<file path="src/hdl/qfs_params.svh">
// Purpose: Constants for the quad FIFO status aggregator.
// Assumes: Four FIFOs of sixteen entries with one wrap bit per pointer.
// Notes:   Offsets are byte addresses; field positions are bit indices into the status word.
`ifndef QFS_PARAMS_SVH
`define QFS_PARAMS_SVH

// Geometry of each FIFO.
`define QFS_NUM_FIFO      4
`define QFS_PTR_W         5
`define QFS_DEPTH         5'h10
`define QFS_THR_W         3
`define QFS_ADDR_W        16

// Register map.
`define QFS_STATUS_OFFSET 16'h0004
`define QFS_STATUS_RESET  32'h0000_0000

// Field positions inside the status register.
`define QFS_FULL_LSB      0
`define QFS_EMPTY_LSB     4
`define QFS_AFULL_LSB     8
`define QFS_AEMPTY_LSB    12
`define QFS_ALL_FULL_BIT  16
`define QFS_ANY_EMPTY_BIT 17
`define QFS_ALL_AFULL_BIT 18
`define QFS_ANY_AEMPT_BIT 19
`define QFS_WMATCH_BIT    20
`define QFS_RMATCH_BIT    21
`define QFS_USED_W        22

`endif

</file>
<file path="src/hdl/qfs_pkg.sv">
// Purpose: Types and shared arithmetic of the quad FIFO status aggregator.
// Assumes: The constants header is on the include path.
// Notes:   Pointer arithmetic wraps modulo two times the depth.
`include "qfs_params.svh"

package qfs_pkg;

    typedef logic [`QFS_PTR_W-1:0]    qfs_ptr_t;
    typedef qfs_ptr_t [`QFS_NUM_FIFO-1:0] qfs_ptr_vec_t;
    typedef logic [`QFS_NUM_FIFO-1:0] qfs_mask_t;
    typedef logic [`QFS_THR_W-1:0]    qfs_thr_t;
    typedef logic [`QFS_ADDR_W-1:0]   qfs_addr_t;

    // Fill level is the write pointer minus the read pointer, wrapping.
    function automatic qfs_ptr_t qfs_level(input qfs_ptr_t wp, input qfs_ptr_t rp);
        qfs_ptr_t diff;
        diff = wp - rp;
        return diff;
    endfunction

endpackage

</file>
<file path="src/hdl/qfs_fifo_flags.sv">
// Purpose: Per-FIFO full, empty, almost-full and almost-empty conditions.
// Assumes: Pointers are synchronous to the status clock.
// Notes:   Purely combinational; the caller registers the results.
`timescale 1ns/10ps
`include "qfs_params.svh"

module qfs_fifo_flags (
    // Control.
    input  wire logic              enable,
    input  wire qfs_pkg::qfs_thr_t full_thresh,
    input  wire qfs_pkg::qfs_thr_t empty_thresh,
    // Pointers.
    input  wire qfs_pkg::qfs_ptr_t wr_ptr,
    input  wire qfs_pkg::qfs_ptr_t rd_ptr,
    // Conditions.
    output logic                   full,
    output logic                   empty,
    output logic                   almost_full,
    output logic                   almost_empty
);
    import qfs_pkg::*;

    qfs_ptr_t level;

    // A disabled FIFO reports nothing, whatever its pointers hold.
    always_comb begin
        level        = qfs_level(wr_ptr, rd_ptr);
        full         = enable && (level == `QFS_DEPTH);
        empty        = enable && (level == '0);
        almost_full  = enable && (level > {2'b00, full_thresh});
        almost_empty = enable && (level < {2'b00, empty_thresh});
    end

endmodule

</file>
<file path="src/hdl/qfs_ptr_match.sv">
// Purpose: Tells whether the pointers of all enabled FIFOs hold one value.
// Assumes: Four pointers of equal width.
// Notes:   With no FIFO enabled the match reads zero.
`timescale 1ns/10ps
`include "qfs_params.svh"

module qfs_ptr_match (
    // Selection.
    input  wire qfs_pkg::qfs_mask_t    enable,
    // Pointers.
    input  wire qfs_pkg::qfs_ptr_vec_t ptr,
    // Result.
    output logic                       match
);
    import qfs_pkg::*;

    qfs_ptr_t ref_ptr;
    logic     found;
    logic     same;

    // The lowest enabled pointer is the reference; any other enabled one must equal it.
    always_comb begin
        ref_ptr = '0;
        found   = 1'b0;
        same    = 1'b1;
        for (int i = 0; i < `QFS_NUM_FIFO; i++) begin
            if (enable[i] && !found) begin
                ref_ptr = ptr[i];
                found   = 1'b1;
            end else if (enable[i] && (ptr[i] != ref_ptr)) begin
                same = 1'b0;
            end
        end
        match = found && same;
    end

endmodule

</file>
<file path="src/hdl/qfs_status.sv">
// Purpose: Status register of a bank of four accelerator input FIFOs.
// Assumes: Pointers, enables and thresholds are synchronous to clock.
// Notes:   Flags are registered once; reads return the registered word.
//          Flags follow their condition every cycle with ce high and hold with ce low; none of them is sticky.
//
// Functional notes
// - Read-match bit high exactly when at least one FIFO is enabled and all enabled FIFO read pointers are equal.
// - Write-match bit high exactly when at least one FIFO is enabled and all enabled FIFO write pointers are equal.
// - Aggregate almost-empty is the OR of the four per-FIFO bits.
// - Aggregate almost-full is the AND of the four per-FIFO bits.
// - Aggregate empty is the OR of the four per-FIFO empty bits.
// - Aggregate full is the AND of the four per-FIFO full bits.
// - Bits 15:12 show per-FIFO almost empty, bit 0 is FIFO 0.
// - Bits 11:8 show per-FIFO almost full, bit 0 is FIFO 0.
// - Bits 7:4 show per-FIFO empty, bit 0 is FIFO 0.
// - Bits 3:0 show per-FIFO full, bit 0 is FIFO 0.
// - Each per-FIFO bit follows its condition; a disabled FIFO reads all zero.
// - Almost full when pointer difference exceeds the three-bit full threshold.
// - Almost empty when pointer difference is below the three-bit empty threshold.
`timescale 1ns/10ps
`include "qfs_params.svh"

module qfs_status (
    // Clock, reset and enable.
    input  wire logic                  clock,
    input  wire logic                  rst,
    input  wire logic                  ce,
    // FIFO control.
    input  wire qfs_pkg::qfs_mask_t    fifo_enable,
    input  wire qfs_pkg::qfs_thr_t     full_thresh,
    input  wire qfs_pkg::qfs_thr_t     empty_thresh,
    // FIFO pointers.
    input  wire qfs_pkg::qfs_ptr_vec_t wr_ptr,
    input  wire qfs_pkg::qfs_ptr_vec_t rd_ptr,
    // Register read port.
    input  wire logic                  rd_en,
    input  wire qfs_pkg::qfs_addr_t    rd_addr,
    output logic [31:0]                rd_data,
    output logic                       rd_valid,
    // Live status word.
    output logic [31:0]                fifo_status
);
    import qfs_pkg::*;

    ////////////////////////////////////////////////////////////////////////////
    // Per-FIFO conditions.

    qfs_mask_t full_c;
    qfs_mask_t empty_c;
    qfs_mask_t afull_c;
    qfs_mask_t aempty_c;
    logic      rd_match_c;
    logic      wr_match_c;

    // One flag slice per FIFO; bit n of every field belongs to FIFO n.
    for (genvar g = 0; g < `QFS_NUM_FIFO; g++) begin : g_fifo
        qfs_fifo_flags u_flags (
            .enable       (fifo_enable[g]),
            .full_thresh  (full_thresh),
            .empty_thresh (empty_thresh),
            .wr_ptr       (wr_ptr[g]),
            .rd_ptr       (rd_ptr[g]),
            .full         (full_c[g]),
            .empty        (empty_c[g]),
            .almost_full  (afull_c[g]),
            .almost_empty (aempty_c[g])
        );
    end

    // Only enabled FIFOs take part in the pointer comparisons.
    qfs_ptr_match u_rd_match (
        .enable (fifo_enable),
        .ptr    (rd_ptr),
        .match  (rd_match_c)
    );

    qfs_ptr_match u_wr_match (
        .enable (fifo_enable),
        .ptr    (wr_ptr),
        .match  (wr_match_c)
    );

    ////////////////////////////////////////////////////////////////////////////
    // Status word.

    logic [31:0] next_fifo_status;

    // Assemble the word; aggregates use the gated bits so disabled FIFOs count as clear.
    always_comb begin
        next_fifo_status = `QFS_STATUS_RESET;
        next_fifo_status[`QFS_FULL_LSB   +: `QFS_NUM_FIFO] = full_c;
        next_fifo_status[`QFS_EMPTY_LSB  +: `QFS_NUM_FIFO] = empty_c;
        next_fifo_status[`QFS_AFULL_LSB  +: `QFS_NUM_FIFO] = afull_c;
        next_fifo_status[`QFS_AEMPTY_LSB +: `QFS_NUM_FIFO] = aempty_c;
        next_fifo_status[`QFS_ALL_FULL_BIT]  = &full_c;
        next_fifo_status[`QFS_ANY_EMPTY_BIT] = |empty_c;
        next_fifo_status[`QFS_ALL_AFULL_BIT] = &afull_c;
        next_fifo_status[`QFS_ANY_AEMPT_BIT] = |aempty_c;
        next_fifo_status[`QFS_WMATCH_BIT]    = wr_match_c;
        next_fifo_status[`QFS_RMATCH_BIT]    = rd_match_c;
        if (!ce) begin
            next_fifo_status = fifo_status;
        end
    end

    // The flags are registered so that a read never sees a half-settled compare.
    always_ff @(posedge clock or posedge rst) begin
        if (rst) begin
            fifo_status <= `QFS_STATUS_RESET;
        end else begin
            fifo_status <= next_fifo_status;
        end
    end

    ////////////////////////////////////////////////////////////////////////////
    // Read port.

    logic [31:0] next_rd_data;
    logic        next_rd_valid;

    // Reads return the registered word; other addresses return zero.
    always_comb begin
        next_rd_data  = rd_data;
        next_rd_valid = rd_valid;
        if (ce) begin
            next_rd_valid = rd_en;
            if (rd_en && (rd_addr == `QFS_STATUS_OFFSET)) begin
                next_rd_data = fifo_status;
            end else if (rd_en) begin
                next_rd_data = 32'h0000_0000;
            end
        end
    end

    // There is no write path at all, so software cannot disturb the flags.
    always_ff @(posedge clock or posedge rst) begin
        if (rst) begin
            rd_data  <= 32'h0000_0000;
            rd_valid <= 1'b0;
        end else begin
            rd_data  <= next_rd_data;
            rd_valid <= next_rd_valid;
        end
    end

    // Helper levels for FIFOs 0 to 3, recomputed apart from the slices.
    qfs_ptr_t lvl0;
    qfs_ptr_t lvl1;
    qfs_ptr_t lvl2;
    qfs_ptr_t lvl3;
    assign lvl0 = qfs_level(wr_ptr[0], rd_ptr[0]);
    assign lvl1 = qfs_level(wr_ptr[1], rd_ptr[1]);
    assign lvl2 = qfs_level(wr_ptr[2], rd_ptr[2]);
    assign lvl3 = qfs_level(wr_ptr[3], rd_ptr[3]);
endmodule

</file>
<file path="config.mk">
export PLATFORM = sky130hd
export DESIGN_NAME = qfs_status
export DESIGN_NICKNAME = d
export VERILOG_FILES = /design/src/hdl/qfs_pkg.sv /design/src/hdl/qfs_fifo_flags.sv /design/src/hdl/qfs_ptr_match.sv /design/src/hdl/qfs_status.sv
export VERILOG_INCLUDE_DIRS = /design/src /design/src/hdl
export SDC_FILE = /design/constraint.sdc
export NUM_CORES = 1
export LEC_CHECK = 0
export BUFFER_PORTS_ARGS = -buffer_cell sky130_fd_sc_hd__buf_2
export CORE_ASPECT_RATIO = 0.5
export CORE_MARGIN = 2
export CORE_UTILIZATION = 35
export CTS_CLUSTER_DIAMETER = 200
export DETAILED_ROUTE_END_ITERATION = 10
export GPL_TIMING_DRIVEN = 0
export PLACE_DENSITY = 0.59
export SLEW_MARGIN = 40
export SYNTH_ARGS = -nofsm -noshare
export SYNTH_HDL_FRONTEND = slang
export SYNTH_SLANG_ARGS = --single-unit
</file>
<file path="constraint.sdc">
create_clock -name clock -period 4.05 [get_ports clock]
set_input_delay 0.81 -clock clock [delete_from_list [all_inputs] [get_ports clock]]
set_output_delay 0.81 -clock clock [all_outputs]
set_load 0.05 [all_outputs]
</file>
# Word level (Yosys, flattened, before mapping)
# Index checks and enable logic that the tools add are counted.
classes:
  n_mux: 28
  reduce_logical: 45
  n_addsub: 4
  eq_ne: 11
  order_cmp: 8
op_table:
  columns: ["operator", "count"]
  rows:
  - ["$mux W32", 2]
  - ["$logic_and A1 B1 Y1", 30]
  - ["$mux W5", 6]
  - ["$ne A5 B5 Y1", 6]
  - ["$eq A5 B5 Y1 const B", 4]
  - ["$gt A5 B3 Y1", 4]
  - ["$logic_not A5 Y1", 4]
  - ["$lt A5 B3 Y1", 4]
  - ["$mux W1", 20]
  - ["$sub A5 B5 Y5", 4]
  - ["$eq A16 B3 Y1 const B", 1]
  - ["$reduce_bool A5 Y1", 2]
  - ["$reduce_and A4 Y1", 2]
  - ["$reduce_or A4 Y1", 2]
  - ["$logic_not A1 Y1", 3]
  - ["$reduce_and A2 Y1", 1]
  - ["$reduce_bool A2 Y1", 1]
totals:
  output_inout_bits: 65
  elab_cells: 99
  regBits: 55

# Depth between registers and ports, before layout
logic_depth:
  word_depth: 12
  ltp_mapped: 11
  depth_no_buf: 11

# Cells and area by module
# Synthesis repeated with hierarchy kept, for this count alone.
hier_totals:
  hier_cells: 435
  area_unflattened_um2: 4117.7
by_module_without_submodules:
  columns: ["module", "cells_per_inst", "seq_area_each_um2", "n_inst", "area_each_um2"]
  rows:
  - ["qfs_status", 137, 1126.1, 1, 1960.6]
  - ["qfs_fifo_flags", 42, 0.0, 4, 324.1]
  - ["qfs_ptr_match", 65, 0.0, 2, 430.4]

# Worst setup path before layout
# No wires, ideal clock.
synth_path:
  path_type: "input to register"
  start: "input wr_ptr[10] (netlist bit)"
  end: "register fifo_status[16]"
  arrival_time_ps: 2662
  slack_ps: 1285
  required_time_ps: 3947
  setup_ps: 103
  cell_stages: 10
  path_cell_list: "inv_1 ha_1 inv_1 fa_1 a21o_1 a21oi_2 xnor2_2 nand2_1 or4_1 o41ai_2"
synth_via:
  elab_chain_cells: 4
synth_lines:
  columns: ["element", "line_no", "source"]
  rows:
  - ["from (decl)", "qfs_status.sv:33", "input wire qfs_pkg::qfs_ptr_vec_t wr_ptr,"]
  - ["$sub A5 B5 Y5", null, null]
  - ["$eq A5 B5 Y1 (no line)", null, null]
  - ["$logic_and A1 B1 Y1", "qfs_fifo_flags.sv:28", "full = enable && (level == `QFS_DEPTH);"]
  - ["$reduce_and A4 Y1", "qfs_status.sv:95", "next_fifo_status[`QFS_ALL_FULL_BIT] = &full_c;"]
  - ["to (signal assigned)", "qfs_status.sv:109", "fifo_status <= `QFS_STATUS_RESET;"]
  - ["to (signal assigned)", "qfs_status.sv:111", "fifo_status <= next_fifo_status;"]
  - ["to (decl)", "qfs_status.sv:41", "output logic [31:0] fifo_status"]
# Every way passes these cells.
# A chain may end at the register's enable or synchronous reset.

# Worst setup path after layout
layout_path:
  start: "input wr_ptr[0] (netlist bit)"
  end: "register fifo_status[8]"
layout_via:
  elab_chain_cells: 3
layout_lines:
  columns: ["element", "line_no", "source"]
  rows:
  - ["$sub A5 B5 Y5", null, null]
  - ["$gt A5 B3 Y1", "qfs_fifo_flags.sv:30", "almost_full = enable && (level > {2'b00, full_thresh});"]
  - ["$logic_and A1 B1 Y1", "qfs_fifo_flags.sv:30", null]
# Every way passes these cells.

==> results_dict.tcl <==
set metrics [dict create \
    status "finished, final reports clean" \
    grt_first_pass_wirelength_um 16300 \
    grt_setup_unrepaired "false" \
    ctsResizeCount 0 \
    drt_first_pass_iters 4 \
    grt_pass1_vias 3115 \
    num_vias 3409 \
    io_buffers 114 \
    tritoncts "done" \
    post_drt_via_cell_ratio 4.95 \
    remaining_drc_errors 0 \
    power.density_cell_area_nw_per_um2 314 \
    area_growth_syn_to_layout_pct 26.7 \
    n_fill_cell 1031 \
    antennaDiodeCount 0 \
    cts-buffers-inserted 5 \
    vdd.ir_drop.worst_mv 0.212 \
    cpLargestDelayFamily "adder cells" \
    finalNetCount 658 \
    ant_nets 0 \
    setup-tns-final_ns 0 \
    crit_path_max_incr_delay_ns 0.48 \
    design_power_total_mw 1.49 \
    critical_path_depth 11 \
    crit_slowest_cell "sky130_fd_sc_hd__o31ai_1" \
    setup.worst_path.end_class "register" \
    number_of_post_cts_setup_repair_buffers 0 \
    arrival_ns 3.13 \
    cts.hold.buffers_added 0 \
    leakagePower_nw 2.52 \
    floorplan.initialDensity_pct 36.3 \
    worst-r2r-cell-count 3 \
    overflow_after_grt 0 \
    required_ns 4.18 \
    final_max_slew_viol_count 0 \
    track_usage_pct 17.9 \
    crit_path_max_fanout 3 \
    switching_share_pct 36.0 \
    final_layout_size_suffix_gt1_share_pct 30.5 \
    yosys_register_bits 45 \
    dp.final_hpwl_um 8850 \
    fp.dieH_um 77.1 \
    synth_top_cell_by_area "sky130_fd_sc_hd__dfrtp_1" \
    layout_min_cycle_time_ns 2.99 \
    dieArea_um2 11600 \
    cp.buffers_inverters 3 \
    async_flop_share_pct 100 \
    clock_path_buffers 2 \
    p_seq_share_pct 32.9 \
    path_class "input pin to register" \
    grt_max_degree 31 \
    synth_common_cells "sky130_fd_sc_hd__dfrtp_1 (45), sky130_fd_sc_hd__ha_1 (36), sky130_fd_sc_hd__inv_1 (35)" \
    num_rows 26 \
    count_of_boundary_i_o_pins 135 \
    timing.max_cap.violations 0 \
    achievable-frequency_mhz 334 \
    synthDominantCellAreaShare_pct 30.1 \
    combinationalPowerShare_pct 37.3 \
    clock_insertion_delay_worst_skew_ns 0.28 \
    die_width_um 150 \
    crit_start_category "input pin" \
    yosys-top-cells-area "sky130_fd_sc_hd__dfrtp_1 (30%), sky130_fd_sc_hd__ha_1 (12%), sky130_fd_sc_hd__xor2_1 (5.9%)" \
    post_synth.cell_area_avg_um2 9.19 \
    area_occupied_by_multi_input_gates_um2 2340 \
    hold_ws_ns 0.452 \
    seq_area_frac_synth_pct 30.1 \
    ys_warn_count 0 \
    antenna_found_initial 0 \
    clock_sink_count 45 \
    setup_viol 0 \
    ff_latch_area_um2 1130 \
    drt_first_iter_violations 156 \
    postSynthCellCount 407 \
    net-switching-power_uw 535 \
    crit_chain "buf_2 > inv_1 > ha_1 > inv_1 > fa_1 > xor2_1 > ha_1 > a21oi_1 > a31oi_1 > o31ai_1 > mux2i_1" \
    hold_path.class "input pin to asynchronous set/reset pin" \
    cts_max_level 2 \
    remaining_max_slew_budget_at_the_tightest_pin_pct 60.8 \
    synth_edf_count 0 \
    finalWeightedCongestion 0.889 \
    routed_wirelength_um 10500 \
    hold_violations 0 \
    routed_wire_length_per_instance_um 15.3 \
    worst-slew-pin-transition_ns 0.587 \
    cell_at_the_root_of_the_clock_tree "sky130_fd_sc_hd__clkbuf_16" \
    timing.clock.skew_ns 0.00384 \
    internal_power_uw 951 \
    synth.cell_area_um2 3740 \
    clk_transition_reported_paths_ns 0.06 \
    yosysMostFrequentCell "sky130_fd_sc_hd__dfrtp_1" \
    post-route-period-util_pct 73.9 \
    ys.flop_type "sky130_fd_sc_hd__dfrtp_1" \
    clockPowerShare_pct 29.8 \
    yosys.cell_types.count 45 \
    layoutNonFillerInstCount 688 \
    dpl.cell_count 681 \
    placeableCoreArea_um2 10300 \
]
## path summary, 6_finish.rpt
| check | from | end | slack (ns) |
|---|---|---|---|
| min reg2reg | rd_data[18]$_DFFE_PP0P_ | rd_data[18]$_DFFE_PP0P_ | 0.50 |
| max | wr_ptr[0] | fifo_status[8]$_DFFE_PP0P_ | 1.06 |
| max reg2reg | fifo_status[20]$_DFFE_PP0P_ | fifo_status[20]$_DFFE_PP0P_ | 2.92 |
| min | rst | rd_data[5]$_DFFE_PP0P_ | 0.45 |
| min in group clock | rd_data[18]$_DFFE_PP0P_ | rd_data[18]$_DFFE_PP0P_ | 0.50 |
| max in group asynchronous | rst | rd_data[12]$_DFFE_PP0P_ | 3.18 |
## cells by family (layout without fill, tap and decap cells)
group | Yosys count | count (layout) | share of synthesized area, %
XOR/XNOR | 46 | 46 | 11.0
adder cells (fa/ha/maj) | 40 | 40 | 14.2
other | 1 | 20 | 0.100
multiplexers | 14 | 14 | 4.11
buffers and inverters | 69 | 191 | 9.33
AND/OR/NAND/NOR | 91 | 91 | 13.0
flip-flops | 45 | 45 | 30.1
AO/OA/AOI/OAI | 101 | 101 | 18.2
## metal layers
metal | share of wire, % | track usage [%] | wire length [µm]
met1 | 50 | 27.1 | 5260
met2 | 42 | 26.9 | 4480
met3 | 7.2 | 2.56 | 756
met4 | 0.48 | 3.30 | 51
met5 | 0 | 0 | 0
## cell usage in the layout (no fill, tap or decap), types with 3 or more instances in the layout
cell                        instances
sky130_fd_sc_hd__buf_2            120
sky130_fd_sc_hd__dfrtp_1           45
sky130_fd_sc_hd__ha_1              36
sky130_fd_sc_hd__inv_1             34
sky130_fd_sc_hd__nand2_1           28
sky130_fd_sc_hd__xor2_1            25
sky130_fd_sc_hd__a21oi_1           22
sky130_fd_sc_hd__buf_4             22
sky130_fd_sc_hd__a22o_1            22
sky130_fd_sc_hd__xnor2_1           20
sky130_fd_sc_hd__conb_1            20
sky130_fd_sc_hd__o21ai_0           15
sky130_fd_sc_hd__nor3_1            12
sky130_fd_sc_hd__a31oi_1           12
sky130_fd_sc_hd__nand3b_1          11
sky130_fd_sc_hd__mux2_2            11
sky130_fd_sc_hd__nor2_1             9
sky130_fd_sc_hd__a21o_1             8
sky130_fd_sc_hd__nor4_1             8
sky130_fd_sc_hd__nor2b_1            8
sky130_fd_sc_hd__a21boi_0           5
sky130_fd_sc_hd__clkbuf_16          5
sky130_fd_sc_hd__o21ai_1            4
sky130_fd_sc_hd__nor3b_1            4
sky130_fd_sc_hd__o31ai_1            4
sky130_fd_sc_hd__fa_1               4
sky130_fd_sc_hd__clkbuf_1           3
sky130_fd_sc_hd__nand2b_1           3
sky130_fd_sc_hd__mux2i_1            3
## through the flow
stage	area [µm²]	setup slack, ns	utilization, %
after floorplan	3810	1.28	-
after global placement	4560	0.813	44.2
after detailed placement	4580	0.839	44.4
after CTS	4740	1.12	46.0
after global routing	4740	0.933	46.0
final	4740	1.06	46.0
## flip-flops by register name (all words and copies together), names as in the netlist
register,count
fifo_status,22
rd_data,22
rd_valid,1
## area by class of cell
| class | instances | share of cell area [%] |
|---|---|---|
| Inverter | 36 | 2.90 |
| Tap cell | 140 | 3.69 |
| Sequential cell | 45 | 23.8 |
| Buffer | 33 | 4.51 |
| Clock inverter | 2 | 0.739 |
| Multi-Input combinational cell | 312 | 49.3 |
| Clock buffer | 5 | 2.64 |
| Timing Repair Buffer | 115 | 12.5 |
## power groups by stage
stage / sequential, mW / combinational [mW] / clock [mW]
floorplan: 0.570 / 0.320 / 0
global placement: 0.498 / 0.542 / 0
detailed placement: 0.499 / 0.552 / 0
CTS: 0.490 / 0.554 / 0.453
global route: 0.493 / 0.608 / 0.474
finish: 0.489 / 0.554 / 0.443
Power figures use the tool's default switching activity.
